## src/design/ddcf_pkg.sv

```systemverilog
// Purpose: Shared constants and types of the channel filter configuration bank
// Assumes: 8-bit channel address, 20-bit microport data word
// Notes:   All configuration registers clear to zero at reset

package ddcf_pkg;

  // ****************************************
  // Bus widths
  // ****************************************
  localparam int ADDR_W = 8;
  localparam int DATA_W = 20;
  localparam int COEF_W = 20;

  // ****************************************
  // Channel addresses
  // ****************************************
  localparam logic [7:0] OFF_COEF_TOP    = 8'h7f;
  localparam logic [7:0] OFF_OSC_CTRL    = 8'h88;
  localparam logic [7:0] OFF_RCIC_DEC    = 8'h90;
  localparam logic [7:0] OFF_RCIC_INT    = 8'h91;
  localparam logic [7:0] OFF_RCIC_SCALE  = 8'h92;
  localparam logic [7:0] OFF_RSVD_A      = 8'h93;
  localparam logic [7:0] OFF_FCIC_DEC    = 8'h94;
  localparam logic [7:0] OFF_FCIC_SCALE  = 8'h95;
  localparam logic [7:0] OFF_RSVD_B      = 8'h96;
  localparam logic [7:0] OFF_CFL_DEC     = 8'ha0;
  localparam logic [7:0] OFF_CFL_PHASE   = 8'ha1;
  localparam logic [7:0] OFF_CFL_TAPS    = 8'ha2;
  localparam logic [7:0] OFF_CFL_OFFSET  = 8'ha3;
  localparam logic [7:0] OFF_CFL_CTRL    = 8'ha4;

  // ****************************************
  // Field positions
  // ****************************************
  localparam int OSC_SYNC_LSB   = 7;
  localparam int OSC_PORT_BIT   = 6;
  localparam int OSC_CLR_BIT    = 3;
  localparam int OSC_ADITH_BIT  = 2;
  localparam int OSC_PDITH_BIT  = 1;
  localparam int OSC_BYP_BIT    = 0;
  localparam int SCALE_LOUD_LSB  = 0;
  localparam int SCALE_QUIET_LSB = 5;
  localparam int SCALE_W         = 5;
  localparam int CTL_BIST_BIT   = 10;
  localparam int CTL_SRC_BIT    = 9;
  localparam int CTL_BANK_BIT   = 8;
  localparam int CTL_CEXP_BIT   = 7;
  localparam int CTL_FORCE_BIT  = 6;
  localparam int CTL_FMT_HI_BIT = 5;
  localparam int CTL_FMT_LO_BIT = 4;
  localparam int CTL_OSCALE_LSB = 0;

  // ****************************************
  // Reset value
  // ****************************************
  localparam logic [DATA_W-1:0] RST_REG = 20'h00000;

  // Output formats of the coefficient filter
  typedef enum logic [1:0] {FMT_FIXED, FMT_FLOAT8, FMT_FLOAT12} ddcf_fmt_t;

endpackage

```

## src/design/ddcf_filt_if.sv

```systemverilog
// Purpose: Carrier between the register bank and the coefficient pointer logic
// Assumes: Both ends on the same clock
// Notes:   regs end owns configuration, filt end owns working state

`timescale 1ns/10ps

interface ddcf_filt_if;
  logic [7:0]  phase_reg;
  logic [7:0]  offset_reg;
  logic        bank;
  logic        mem_wr;
  logic [6:0]  mem_waddr;
  logic [19:0] mem_wdata;
  logic        filter_start;
  logic        output_sample;
  logic [7:0]  phase_sel;
  logic [7:0]  pointer;
  logic        mem_we;
  logic [7:0]  mem_addr;
  logic [19:0] mem_data;

  modport regs (output phase_reg, offset_reg, bank, mem_wr, mem_waddr, mem_wdata,
                output filter_start, output_sample,
                input  phase_sel, pointer, mem_we, mem_addr, mem_data);
  modport filt (input  phase_reg, offset_reg, bank, mem_wr, mem_waddr, mem_wdata,
                input  filter_start, output_sample,
                output phase_sel, pointer, mem_we, mem_addr, mem_data);
endinterface

```

## src/design/ddcf_coef_ptr.sv

```systemverilog
// Purpose: Working phase, working coefficient pointer and coefficient memory writes
// Assumes: Strobes are one-cycle pulses synchronous to clk_i
// Notes:   Working values only change on their own strobes

`timescale 1ns/10ps

module ddcf_coef_ptr
  import ddcf_pkg::*;
(
  // Clock and reset
  input  wire logic clk_i,
  input  wire logic reset_n_i,
  input  wire logic ce_i,
  // Configuration side
  ddcf_filt_if.filt bus
);

  // ****************************************
  // Working phase and pointer
  // ****************************************
  logic [7:0] phase_sel_r;
  logic [7:0] pointer_r;

  // Phase only reloads on filter start; channel sync leaves it alone
  always_ff @(posedge clk_i or negedge reset_n_i)
  begin
    if (!reset_n_i)
      phase_sel_r <= 8'h00;
    else if (ce_i && bus.filter_start)
      phase_sel_r <= bus.phase_reg;
  end

  // Shadow copied per output sample, so a filter in progress never sees a torn offset
  always_ff @(posedge clk_i or negedge reset_n_i)
  begin
    if (!reset_n_i)
      pointer_r <= 8'h00;
    else if (ce_i && bus.output_sample)
      pointer_r <= bus.offset_reg;
  end

  // ****************************************
  // Coefficient memory write port
  // ****************************************
  logic        mem_we_r;
  logic [7:0]  mem_addr_r;
  logic [19:0] mem_data_r;

  always_ff @(posedge clk_i or negedge reset_n_i)
  begin
    if (!reset_n_i)
    begin
      mem_we_r   <= 1'b0;
      mem_addr_r <= 8'h00;
      mem_data_r <= 20'h00000;
    end
    else if (ce_i)
    begin
      mem_we_r <= bus.mem_wr;
      if (bus.mem_wr)
      begin
        mem_addr_r <= {bus.bank, bus.mem_waddr};
        mem_data_r <= bus.mem_wdata;
      end
    end
  end

  assign bus.phase_sel = phase_sel_r;
  assign bus.pointer   = pointer_r;
  assign bus.mem_we    = mem_we_r;
  assign bus.mem_addr  = mem_addr_r;
  assign bus.mem_data  = mem_data_r;

  // ****************************************
  // Checks
  // ****************************************
  phase_reload_a: assert property (@(posedge clk_i) disable iff (!reset_n_i)
    (ce_i && bus.filter_start) |=> (phase_sel_r == $past(bus.phase_reg)))
    else $error("working phase not reloaded on filter start");

  ptr_shadow_a: assert property (@(posedge clk_i) disable iff (!reset_n_i)
    !(ce_i && bus.output_sample) |=> $stable(pointer_r))
    else $error("working pointer moved without an output sample");

  coef_bank_a: assert property (@(posedge clk_i) disable iff (!reset_n_i)
    (ce_i && bus.mem_wr) |=> (mem_we_r && mem_addr_r[7] == $past(bus.bank)))
    else $error("coefficient write lost its bank bit");

endmodule

```

## src/design/ddcf_channel_cfg.sv

```systemverilog
// Purpose: Configuration register bank of one downconverter channel
// Assumes: Microport strobes and pins synchronous to clk_i; ce_i freezes all state
// Notes:   Reads answer one cycle after rd_i; unmapped and reserved read zero
// What this block does
// - Oscillator control bits 8-7 pick sync pin A, B, C or D.
// - Oscillator control bit 6 picks input port A (0) or B (1).
// - Bit 3 set clears the phase accumulator on every hop.
// - Bits 2 and 1 enable amplitude and phase dither.
// - Bit 0 bypasses translation: port A to I path, port B to Q.
// - Resampling decimation register holds decimation minus one, must exceed interpolation.
// - Resampling interpolation register holds interpolation minus one, 1 to 512.
// - Resampling scale: bits 9-5 while level indicator active, 4-0 otherwise.
// - Fifth-order decimation minus one, 8 bits, plus a 5-bit scale.
// - Coefficient filter decimation minus one, 8 bits, up to 256.
// - Phase register reloads on filter start, kept across synchronization.
// - Tap count register holds taps minus one.
// - Coefficient offset shadow copied to working pointer each output sample.
// - Control bit 10 bypasses filter to the self-test signature registers.
// - Control bit 9 takes another channel's output: 0<-1, 1<-0, 2<-1, 3<-1.
// - Control bit 8 is the upper coefficient memory address bit.
// - Bit 7 chooses shared or separate exponents in floating modes.
// - Bit 6 forces the output scale in floating modes, saturating mantissas.
// - Bits 5-4 pick format: 1x 12+4, 01 8+4, 00 fixed.

`timescale 1ns/10ps

module ddcf_channel_cfg
  import ddcf_pkg::*;
#(
  parameter int CHANNEL_ID = 0
)
(
  // Clock, reset, enable
  input  wire logic              clk_i,
  input  wire logic              reset_n_i,
  input  wire logic              ce_i,
  // Microport
  input  wire logic [ADDR_W-1:0] addr_i,
  input  wire logic [DATA_W-1:0] wdata_i,
  input  wire logic              wr_i,
  input  wire logic              rd_i,
  output logic      [DATA_W-1:0] rdata_o,
  output logic                   rvalid_o,
  // Sync and hop
  input  wire logic [3:0]        sync_pins_i,
  input  wire logic              soft_hop_i,
  output logic                   sync_o,
  output logic                   phase_clear_o,
  // Converter inputs and channel paths
  input  wire logic [11:0]       port_a_i,
  input  wire logic [11:0]       port_b_i,
  output logic      [11:0]       chan_i_o,
  output logic      [11:0]       chan_q_o,
  output logic                   amp_dither_o,
  output logic                   phase_dither_o,
  // Resampling and fifth-order stages
  input  wire logic              level_indicator_i,
  output logic      [12:0]       resample_decimation_o,
  output logic      [9:0]        resample_interpolation_o,
  output logic                   resample_cfg_ok_o,
  output logic      [4:0]        resample_scale_o,
  output logic      [7:0]        fifth_cic_decim_m1_o,
  output logic      [4:0]        fifth_cic_scale_o,
  // Coefficient filter
  input  wire logic              filter_start_i,
  input  wire logic              output_sample_i,
  output logic      [8:0]        coef_filter_decimation_o,
  output logic      [8:0]        coef_filter_tap_count_o,
  output logic      [7:0]        coef_filter_phase_sel_o,
  output logic      [7:0]        coef_filter_pointer_o,
  output logic                   bist_bypass_o,
  output logic                   use_other_o,
  output logic      [1:0]        src_channel_o,
  output logic                   common_exp_o,
  output logic                   force_scale_o,
  output ddcf_fmt_t              out_fmt_o,
  output logic      [3:0]        out_scale_o,
  // Coefficient memory write port
  output logic                   coef_mem_we_o,
  output logic      [7:0]        coef_mem_addr_o,
  output logic      [COEF_W-1:0] coef_mem_data_o
);

  // ****************************************
  // Register storage
  // ****************************************
  logic [8:0]  osc_r;
  logic [11:0] rcic_dec_r;
  logic [8:0]  rcic_int_r;
  logic [9:0]  rcic_scale_r;
  logic [7:0]  fcic_dec_r;
  logic [4:0]  fcic_scale_r;
  logic [7:0]  cfl_dec_r;
  logic [7:0]  cfl_phase_r;
  logic [7:0]  cfl_taps_r;
  logic [7:0]  cfl_offset_r;
  logic [10:0] cfl_ctrl_r;
  logic        wr_en;

  assign wr_en = ce_i && wr_i;

  // Reserved bits are never stored, so they read zero whatever was written
  always_ff @(posedge clk_i or negedge reset_n_i)
  begin
    if (!reset_n_i)
      osc_r <= RST_REG[8:0];
    else if (wr_en && addr_i == OFF_OSC_CTRL)
      osc_r <= {wdata_i[8:6], 2'b00, wdata_i[3:0]};
  end

  always_ff @(posedge clk_i or negedge reset_n_i)
  begin
    if (!reset_n_i)
    begin
      rcic_dec_r   <= RST_REG[11:0];
      rcic_int_r   <= RST_REG[8:0];
      rcic_scale_r <= RST_REG[9:0];
    end
    else if (wr_en)
    begin
      if (addr_i == OFF_RCIC_DEC)
        rcic_dec_r <= wdata_i[11:0];
      if (addr_i == OFF_RCIC_INT)
        rcic_int_r <= wdata_i[8:0];
      if (addr_i == OFF_RCIC_SCALE)
        rcic_scale_r <= wdata_i[9:0];
    end
  end

  // Writes to 0x93 and 0x96 are dropped; those registers hold nothing
  always_ff @(posedge clk_i or negedge reset_n_i)
  begin
    if (!reset_n_i)
    begin
      fcic_dec_r   <= RST_REG[7:0];
      fcic_scale_r <= RST_REG[4:0];
    end
    else if (wr_en)
    begin
      if (addr_i == OFF_FCIC_DEC)
        fcic_dec_r <= wdata_i[7:0];
      if (addr_i == OFF_FCIC_SCALE)
        fcic_scale_r <= wdata_i[4:0];
    end
  end

  always_ff @(posedge clk_i or negedge reset_n_i)
  begin
    if (!reset_n_i)
    begin
      cfl_dec_r    <= RST_REG[7:0];
      cfl_phase_r  <= RST_REG[7:0];
      cfl_taps_r   <= RST_REG[7:0];
      cfl_offset_r <= RST_REG[7:0];
      cfl_ctrl_r   <= RST_REG[10:0];
    end
    else if (wr_en)
    begin
      if (addr_i == OFF_CFL_DEC)
        cfl_dec_r <= wdata_i[7:0];
      if (addr_i == OFF_CFL_PHASE)
        cfl_phase_r <= wdata_i[7:0];
      if (addr_i == OFF_CFL_TAPS)
        cfl_taps_r <= wdata_i[7:0];
      if (addr_i == OFF_CFL_OFFSET)
        cfl_offset_r <= wdata_i[7:0];
      if (addr_i == OFF_CFL_CTRL)
        cfl_ctrl_r <= wdata_i[10:0];
    end
  end

  // ****************************************
  // Read back
  // ****************************************
  logic [DATA_W-1:0] rd_mux;

  always_comb
  begin
    rd_mux = RST_REG;
    case (addr_i)
      OFF_OSC_CTRL:   rd_mux[8:0]  = osc_r;
      OFF_RCIC_DEC:   rd_mux[11:0] = rcic_dec_r;
      OFF_RCIC_INT:   rd_mux[8:0]  = rcic_int_r;
      OFF_RCIC_SCALE: rd_mux[9:0]  = rcic_scale_r;
      OFF_FCIC_DEC:   rd_mux[7:0]  = fcic_dec_r;
      OFF_FCIC_SCALE: rd_mux[4:0]  = fcic_scale_r;
      OFF_CFL_DEC:    rd_mux[7:0]  = cfl_dec_r;
      OFF_CFL_PHASE:  rd_mux[7:0]  = cfl_phase_r;
      OFF_CFL_TAPS:   rd_mux[7:0]  = cfl_taps_r;
      OFF_CFL_OFFSET: rd_mux[7:0]  = cfl_offset_r;
      OFF_CFL_CTRL:   rd_mux[10:0] = cfl_ctrl_r;
      default:        rd_mux       = RST_REG;
    endcase
  end

  always_ff @(posedge clk_i or negedge reset_n_i)
  begin
    if (!reset_n_i)
    begin
      rdata_o  <= RST_REG;
      rvalid_o <= 1'b0;
    end
    else if (ce_i)
    begin
      rvalid_o <= rd_i;
      if (rd_i)
        rdata_o <= rd_mux;
    end
  end

  // ****************************************
  // Sync select and hop
  // ****************************************
  logic sync_now;
  logic hop_ev;

  assign sync_now = sync_pins_i[osc_r[OSC_SYNC_LSB +: 2]];
  assign hop_ev   = soft_hop_i || (sync_now && !sync_o);

  always_ff @(posedge clk_i or negedge reset_n_i)
  begin
    if (!reset_n_i)
    begin
      sync_o        <= 1'b0;
      phase_clear_o <= 1'b0;
    end
    else if (ce_i)
    begin
      sync_o        <= sync_now;
      phase_clear_o <= hop_ev && osc_r[OSC_CLR_BIT];
    end
  end

  // ****************************************
  // Input port and bypass paths
  // ****************************************
  logic [11:0] port_sel;

  assign port_sel = osc_r[OSC_PORT_BIT] ? port_b_i : port_a_i;

  // Without bypass the channel is real: Q is zero until the mixer
  always_ff @(posedge clk_i or negedge reset_n_i)
  begin
    if (!reset_n_i)
    begin
      chan_i_o       <= 12'h000;
      chan_q_o       <= 12'h000;
      amp_dither_o   <= 1'b0;
      phase_dither_o <= 1'b0;
    end
    else if (ce_i)
    begin
      chan_i_o       <= osc_r[OSC_BYP_BIT] ? port_a_i : port_sel;
      chan_q_o       <= osc_r[OSC_BYP_BIT] ? port_b_i : 12'h000;
      amp_dither_o   <= osc_r[OSC_ADITH_BIT];
      phase_dither_o <= osc_r[OSC_PDITH_BIT];
    end
  end

  // ****************************************
  // Resampling and fifth-order stage values
  // ****************************************
  logic [4:0] scale_pick;

  assign scale_pick = level_indicator_i ? rcic_scale_r[SCALE_QUIET_LSB +: SCALE_W]
                                        : rcic_scale_r[SCALE_LOUD_LSB +: SCALE_W];

  // Ratio flag lets software spot an illegal decimation/interpolation pair
  always_ff @(posedge clk_i or negedge reset_n_i)
  begin
    if (!reset_n_i)
    begin
      resample_decimation_o    <= 13'h0001;
      resample_interpolation_o <= 10'h001;
      resample_cfg_ok_o        <= 1'b0;
      resample_scale_o         <= 5'h00;
      fifth_cic_decim_m1_o     <= 8'h00;
      fifth_cic_scale_o        <= 5'h00;
    end
    else if (ce_i)
    begin
      resample_decimation_o    <= 13'(rcic_dec_r) + 13'h0001;
      resample_interpolation_o <= 10'(rcic_int_r) + 10'h001;
      resample_cfg_ok_o        <= rcic_dec_r > 12'(rcic_int_r);
      resample_scale_o         <= scale_pick;
      fifth_cic_decim_m1_o     <= fcic_dec_r;
      fifth_cic_scale_o        <= fcic_scale_r;
    end
  end

  // ****************************************
  // Coefficient filter control
  // ****************************************
  logic [1:0] src_map;
  ddcf_fmt_t  fmt_dec;

  always_comb
  begin
    case (CHANNEL_ID)
      0:       src_map = 2'h1;
      1:       src_map = 2'h0;
      default: src_map = 2'h1;
    endcase
  end

  always_comb
  begin
    if (cfl_ctrl_r[CTL_FMT_HI_BIT])
      fmt_dec = FMT_FLOAT12;
    else if (cfl_ctrl_r[CTL_FMT_LO_BIT])
      fmt_dec = FMT_FLOAT8;
    else
      fmt_dec = FMT_FIXED;
  end

  // Exponent choice only matters in floating modes, so it is masked in fixed point
  always_ff @(posedge clk_i or negedge reset_n_i)
  begin
    if (!reset_n_i)
    begin
      coef_filter_decimation_o <= 9'h001;
      coef_filter_tap_count_o  <= 9'h001;
      bist_bypass_o            <= 1'b0;
      use_other_o              <= 1'b0;
      src_channel_o            <= 2'h0;
      common_exp_o             <= 1'b0;
      force_scale_o            <= 1'b0;
      out_fmt_o                <= FMT_FIXED;
      out_scale_o              <= 4'h0;
    end
    else if (ce_i)
    begin
      coef_filter_decimation_o <= 9'(cfl_dec_r) + 9'h001;
      coef_filter_tap_count_o  <= 9'(cfl_taps_r) + 9'h001;
      bist_bypass_o            <= cfl_ctrl_r[CTL_BIST_BIT];
      use_other_o              <= cfl_ctrl_r[CTL_SRC_BIT];
      src_channel_o            <= cfl_ctrl_r[CTL_SRC_BIT] ? src_map : 2'(CHANNEL_ID);
      common_exp_o             <= cfl_ctrl_r[CTL_CEXP_BIT] && fmt_dec != FMT_FIXED;
      force_scale_o            <= cfl_ctrl_r[CTL_FORCE_BIT];
      out_fmt_o                <= fmt_dec;
      out_scale_o              <= cfl_ctrl_r[CTL_OSCALE_LSB +: 4];
    end
  end

  // ****************************************
  // Working pointer and coefficient writes
  // ****************************************
  ddcf_filt_if filt_bus ();

  assign filt_bus.phase_reg     = cfl_phase_r;
  assign filt_bus.offset_reg    = cfl_offset_r;
  assign filt_bus.bank          = cfl_ctrl_r[CTL_BANK_BIT];
  assign filt_bus.mem_wr        = wr_i && addr_i <= OFF_COEF_TOP;
  assign filt_bus.mem_waddr     = addr_i[6:0];
  assign filt_bus.mem_wdata     = wdata_i;
  assign filt_bus.filter_start  = filter_start_i;
  assign filt_bus.output_sample = output_sample_i;

  ddcf_coef_ptr u_coef_ptr
  (
    .clk_i     (clk_i),
    .reset_n_i (reset_n_i),
    .ce_i      (ce_i),
    .bus       (filt_bus)
  );

  assign coef_filter_phase_sel_o = filt_bus.phase_sel;
  assign coef_filter_pointer_o   = filt_bus.pointer;
  assign coef_mem_we_o           = filt_bus.mem_we;
  assign coef_mem_addr_o         = filt_bus.mem_addr;
  assign coef_mem_data_o         = filt_bus.mem_data;

  // ****************************************
  // Checks
  // ****************************************
  sync_select_a: assert property (@(posedge clk_i) disable iff (!reset_n_i)
    ce_i |=> (sync_o == $past(sync_now)))
    else $error("sync output not following the selected pin");

  port_select_a: assert property (@(posedge clk_i) disable iff (!reset_n_i)
    (ce_i && !osc_r[OSC_BYP_BIT]) |=> (chan_i_o == $past(port_sel) && chan_q_o == 12'h000))
    else $error("I path not fed from the selected port");

  bypass_path_a: assert property (@(posedge clk_i) disable iff (!reset_n_i)
    (ce_i && osc_r[OSC_BYP_BIT]) |=> (chan_i_o == $past(port_a_i) && chan_q_o == $past(port_b_i)))
    else $error("bypass does not route A to I and B to Q");

  hop_clear_a: assert property (@(posedge clk_i) disable iff (!reset_n_i)
    (ce_i && soft_hop_i) |=> (phase_clear_o == $past(osc_r[OSC_CLR_BIT])))
    else $error("phase clear does not follow the hop and clear bit");

  osc_reserved_a: assert property (@(posedge clk_i) disable iff (!reset_n_i)
    (ce_i && rd_i && addr_i == OFF_OSC_CTRL) |=> (rvalid_o && rdata_o[5:4] == 2'b00))
    else $error("reserved oscillator bits read nonzero");

  scale_pick_a: assert property (@(posedge clk_i) disable iff (!reset_n_i)
    (ce_i && level_indicator_i) |=> (resample_scale_o == $past(rcic_scale_r[9:5])))
    else $error("active level indicator did not select the upper scale");

  decim_offset_a: assert property (@(posedge clk_i) disable iff (!reset_n_i)
    ce_i |=> (resample_decimation_o == 13'($past(rcic_dec_r)) + 13'h0001))
    else $error("resampling decimation not register plus one");

  fmt_decode_a: assert property (@(posedge clk_i) disable iff (!reset_n_i)
    (ce_i && cfl_ctrl_r[5:4] == 2'b01) |=> (out_fmt_o == FMT_FLOAT8))
    else $error("format 01 did not decode to 8+4");

endmodule

```

## config.mk

```make
export PLATFORM = sky130hd
export DESIGN_NAME = ddcf_channel_cfg
export DESIGN_NICKNAME = d
export VERILOG_FILES = /design/src/design/ddcf_pkg.sv /design/src/design/ddcf_filt_if.sv /design/src/design/ddcf_coef_ptr.sv /design/src/design/ddcf_channel_cfg.sv
export SDC_FILE = /design/constraint.sdc
export NUM_CORES = 1
export LEC_CHECK = 0
export ABC_AREA = 1
export BUFFER_PORTS_ARGS = -buffer_cell sky130_fd_sc_hd__buf_2
export CELL_PAD_IN_SITES_DETAIL_PLACEMENT = 1
export CELL_PAD_IN_SITES_GLOBAL_PLACEMENT = 1
export CORE_ASPECT_RATIO = 0.8
export CORE_MARGIN = 2
export CORE_UTILIZATION = 44
export DETAILED_ROUTE_END_ITERATION = 8
export PLACE_DENSITY_LB_ADDON = 0.1
export SYNTH_ARGS = -nofsm -noshare
export SYNTH_HDL_FRONTEND = slang
export SYNTH_HIERARCHICAL = 1
export SYNTH_SLANG_ARGS = --single-unit
```

## constraint.sdc

```tcl
create_clock -name clk_i -period 3.6 [get_ports clk_i]
set_clock_uncertainty 0.2 [all_clocks]
set_input_delay 0.54 -clock clk_i [delete_from_list [all_inputs] [get_ports clk_i]]
set_output_delay 0.54 -clock clk_i [all_outputs]
set_load 0.05 [all_outputs]
```

==> results.toml <==
[status]
outcome = "complete, no violations"

[floorplanning]
fp-row-count = 52
die_area_um2 = 27250
core_um2 = 25370
num_io_pins = 231
start_util = 0.4497
dieHeight_um = 148.0
die_w_um = 184.1

[worst_setup_path]
required_ps = 2860
cp_max_fo = 2
critical_path.cell_chain = "buf_2"
end_kind = "primary output"
slowest_delay_ps = 530
crit_buf_inv = 1
critical_path_class = "register to primary output"
path_delay_family = "flip-flops"
critPathLaunchType = "register"
critPathArrivalTime_ps = 1320
cpMaxStageDelayCell = "dfstp_2"

[pwr]
combPwrFrac = 0.146
power_density_nw_per_um2 = 512.4
sw_frac_of_total = 0.3000
p_seq_frac = 0.440
clkPwrFrac = 0.414
leakage_nw = 7.107
ir_drop_mv = 0.3100
switchingPower_w = 0.002092
intPower_w = 0.004880

[logic_synthesis]
avgSynthCellArea_um2 = 8.490
netlist-cell-type-count = 39
synth-simple-area-share = 0.2584
synthMuxAreaShare = 0
synth_compound_area_frac = 0.1053
ys_seq_area_frac = 0.5487
synth_top_family_by_area = "simple AND/OR/NAND/NOR gates"
synth-xor-area-share = 0.008443
yosys_register_bits = 250
synth.yosys.warnings = 6
netlist_area_um2 = 11410
syn_inst = 1344
synth_adder_area_share = 0.01425

[clock_tree]
cts_setup_buffers = 0
insertion_delay_ps = 540
cts_buffers = 27
path_clk_slew_ps = 60
htree_levels = 1
cts_resized = 0
cts.sinks = 250
cts_buffer_depth = 3
cts_tree = "yes"
postCtsHoldBufs = 1
cts-root-buf = "clkbuf_16"

[route]
drtPass1Iterations = 6
drt-vias-per-instance = 5.338
drt_first_iter_violations = 702
drtAntennaViolNets = 0
wl_per_cell_um = 19.63
via_count = 10060
drc = 0
drt-total-wl_um = 37000

[placement]
place_congestion = 0.8799
hpwl_um = 26800
io_buffers = 221

[sta]
fmax_ghz = 0.4845
final.setup.tns_ps = 0
period_needed_ps = 2064
period_share = 0.5734
rsz0062_at_grt = "false"
holdWs_ps = 37.35
hold_viol = 0
slew_viol_final = 0
tightest_slew_ps = 1000
maxSlewHeadroom = 0.3314
setup_viol = 0

[min_path]
hp-class = "input pin to register"

[grt]
grt_pass1_vias = 10220
grt_max_degree = 85
grt_pass1_wl_um = 57840
globalRouteOverflowTotal = 0
grt_usage = 0.2737
antenna_found_initial = 0

[final_layout]
drive_gt1_frac = 0.2044
nFillCells = 3103
multi_input_area_um2 = 4446
syn2layout_area_growth_pct = 19.24
diodes = 0
nNetsFinal = 1620
register_area_um2 = 6261

[run]
max_cap_viol_count = 0
==> kinds of logic after synthesis <==
group	count (synthesis)
flops	250
buf+inv	158
xor+xnor	11
simple gates	685
other cells	1
fa+ha+maj	13
compound gates	226
==> area by class of cell <==
class | instances | share of cell area
flip-flops and latches | 250 | 0.4601
multi-input cells | 944 | 0.3267
repair buffers | 236 | 0.09343
clock buffers | 34 | 0.05600
well taps | 324 | 0.02979
inverters | 83 | 0.02299
clock inverters | 14 | 0.01094
==> synth_stat cells <==
cell / count / area share
inv_2: 1 / 0.00033
o21ai_1: 3 / 0.0013
ha_1: 13 / 0.014
o31ai_1: 4 / 0.0026
nor3_1: 2 / 0.00088
inv_1: 82 / 0.027
clkbuf_2: 2 / 0.00088
dfrtp_1: 246 / 0.54
a21oi_1: 25 / 0.011
o211ai_1: 1 / 0.00066
buf_6: 7 / 0.0069
buf_2: 17 / 0.0075
xnor2_1: 1 / 0.00077
nand3_4: 1 / 0.0015
o21a_1: 18 / 0.012
nor2_8: 1 / 0.0018
nand2_1: 427 / 0.14
nor2_1: 72 / 0.024
buf_4: 18 / 0.012
clkbuf_1: 25 / 0.0082
a22o_1: 1 / 0.00077
nand3_2: 3 / 0.0026
nand2_4: 2 / 0.0020
o21ai_0: 169 / 0.074
conb_1: 1 / 0.00033
and2_2: 1 / 0.00066
nor2_4: 6 / 0.0059
nand4_1: 8 / 0.0044
nand3_1: 147 / 0.064
nor2_2: 3 / 0.0016
xor2_1: 10 / 0.0077
nand2_2: 8 / 0.0044
a31oi_1: 4 / 0.0022
nor4_2: 1 / 0.0011
nor4_4: 1 / 0.0019
or2_2: 2 / 0.0011
a31o_2: 1 / 0.00077
dfstp_2: 4 / 0.0092
buf_1: 6 / 0.0020
==> per-stage QoR <==
step / area, um^2 / utilization / power (W) / setup WS (ps) / cells
floorplan: 11440 / - / 0.003787 / 1763 / 1352
global placement: 12690 / 0.5000 / 0.004120 / 1122 / 1836
detailed placement: 12690 / 0.5000 / 0.004142 / 1050 / 1836
CTS: 13610 / 0.5362 / 0.007021 / 1525 / 1885
global route: 13610 / 0.5362 / 0.007197 / 1330 / 1885
finish: 13610 / 0.5362 / 0.006972 / 1536 / 1885
==> final timing paths <==
kind | from | end | slack [ps] | cells past startpoint
max | resample_decimation_o[0] | resample_decimation_o[0] | 1540 | 1
min | wdata_i[12] | u_coef_ptr/bus.mem_data[12] | 40 | 3
max in group asynchronous | reset_n_i | coef_filter_tap_count_o[6] | 1880 | 3
min in group asynchronous | reset_n_i | resample_scale_o[2] | 390 | 2
min reg2reg | u_coef_ptr/bus.pointer[4] | u_coef_ptr/bus.pointer[4] | 260 | 2
max reg2reg | rcic_int_r[6] | resample_cfg_ok_o | 1670 | 9
==> registers in the layout, summed over array words and instances, names as in the netlist, 9 cells and up <==
| name | count |
|---|---|
| u_coef_ptr/bus.mem_data | 20 |
| resample_decimation_o | 13 |
| chan_i_o | 12 |
| chan_q_o | 12 |
| rcic_dec_r | 12 |
| rdata_o | 12 |
| cfl_ctrl_r | 11 |
| rcic_scale_r | 10 |
| resample_interpolation_o | 10 |
| coef_filter_decimation_o | 9 |
| coef_filter_tap_count_o | 9 |
| rcic_int_r | 9 |
==> per-layer routing <==
metal,routed length [um],track usage,up-vias,share of wire
met4,808,0.05800,0,0.022
met3,2175,0.04903,54,0.059
li1,-,-,4758,-
met2,16490,0.4215,253,0.45
met1,17520,0.4061,4998,0.47
met5,0,0,-,0
==> power groups by stage <==
stage	combinational, W	sequential (W)	clock [W]
2_1_floorplan	0.000284	0.00350	0
3_3_place_gp	0.00101	0.00311	0
3_5_place_dp	0.00103	0.00312	0
4_1_cts	0.00103	0.00307	0.00292
5_1_grt	0.00110	0.00309	0.00301
6_report	0.00102	0.00307	0.00288
==> cell usage in the layout (no fill, tap or decap), drive strengths merged <==
| cell | instances |
|---|---|
| a21oi | 25 |
| a22o | 1 |
| a31o | 1 |
| a31oi | 4 |
| and2 | 1 |
| buf | 235 |
| bufinv | 3 |
| clkbuf | 34 |
| clkinv | 11 |
| conb | 9 |
| dfrtp | 246 |
| dfstp | 4 |
| dlygate4sd3 | 1 |
| ha | 13 |
| inv | 83 |
| nand2 | 437 |
| nand3 | 151 |
| nand4 | 8 |
| nor2 | 82 |
| nor3 | 2 |
| nor4 | 2 |
| o211ai | 1 |
| o21a | 18 |
| o21ai | 172 |
| o31ai | 4 |
| or2 | 2 |
| xnor2 | 1 |
| xor2 | 10 |
Note: power is estimated with default switching activity, not from simulation.
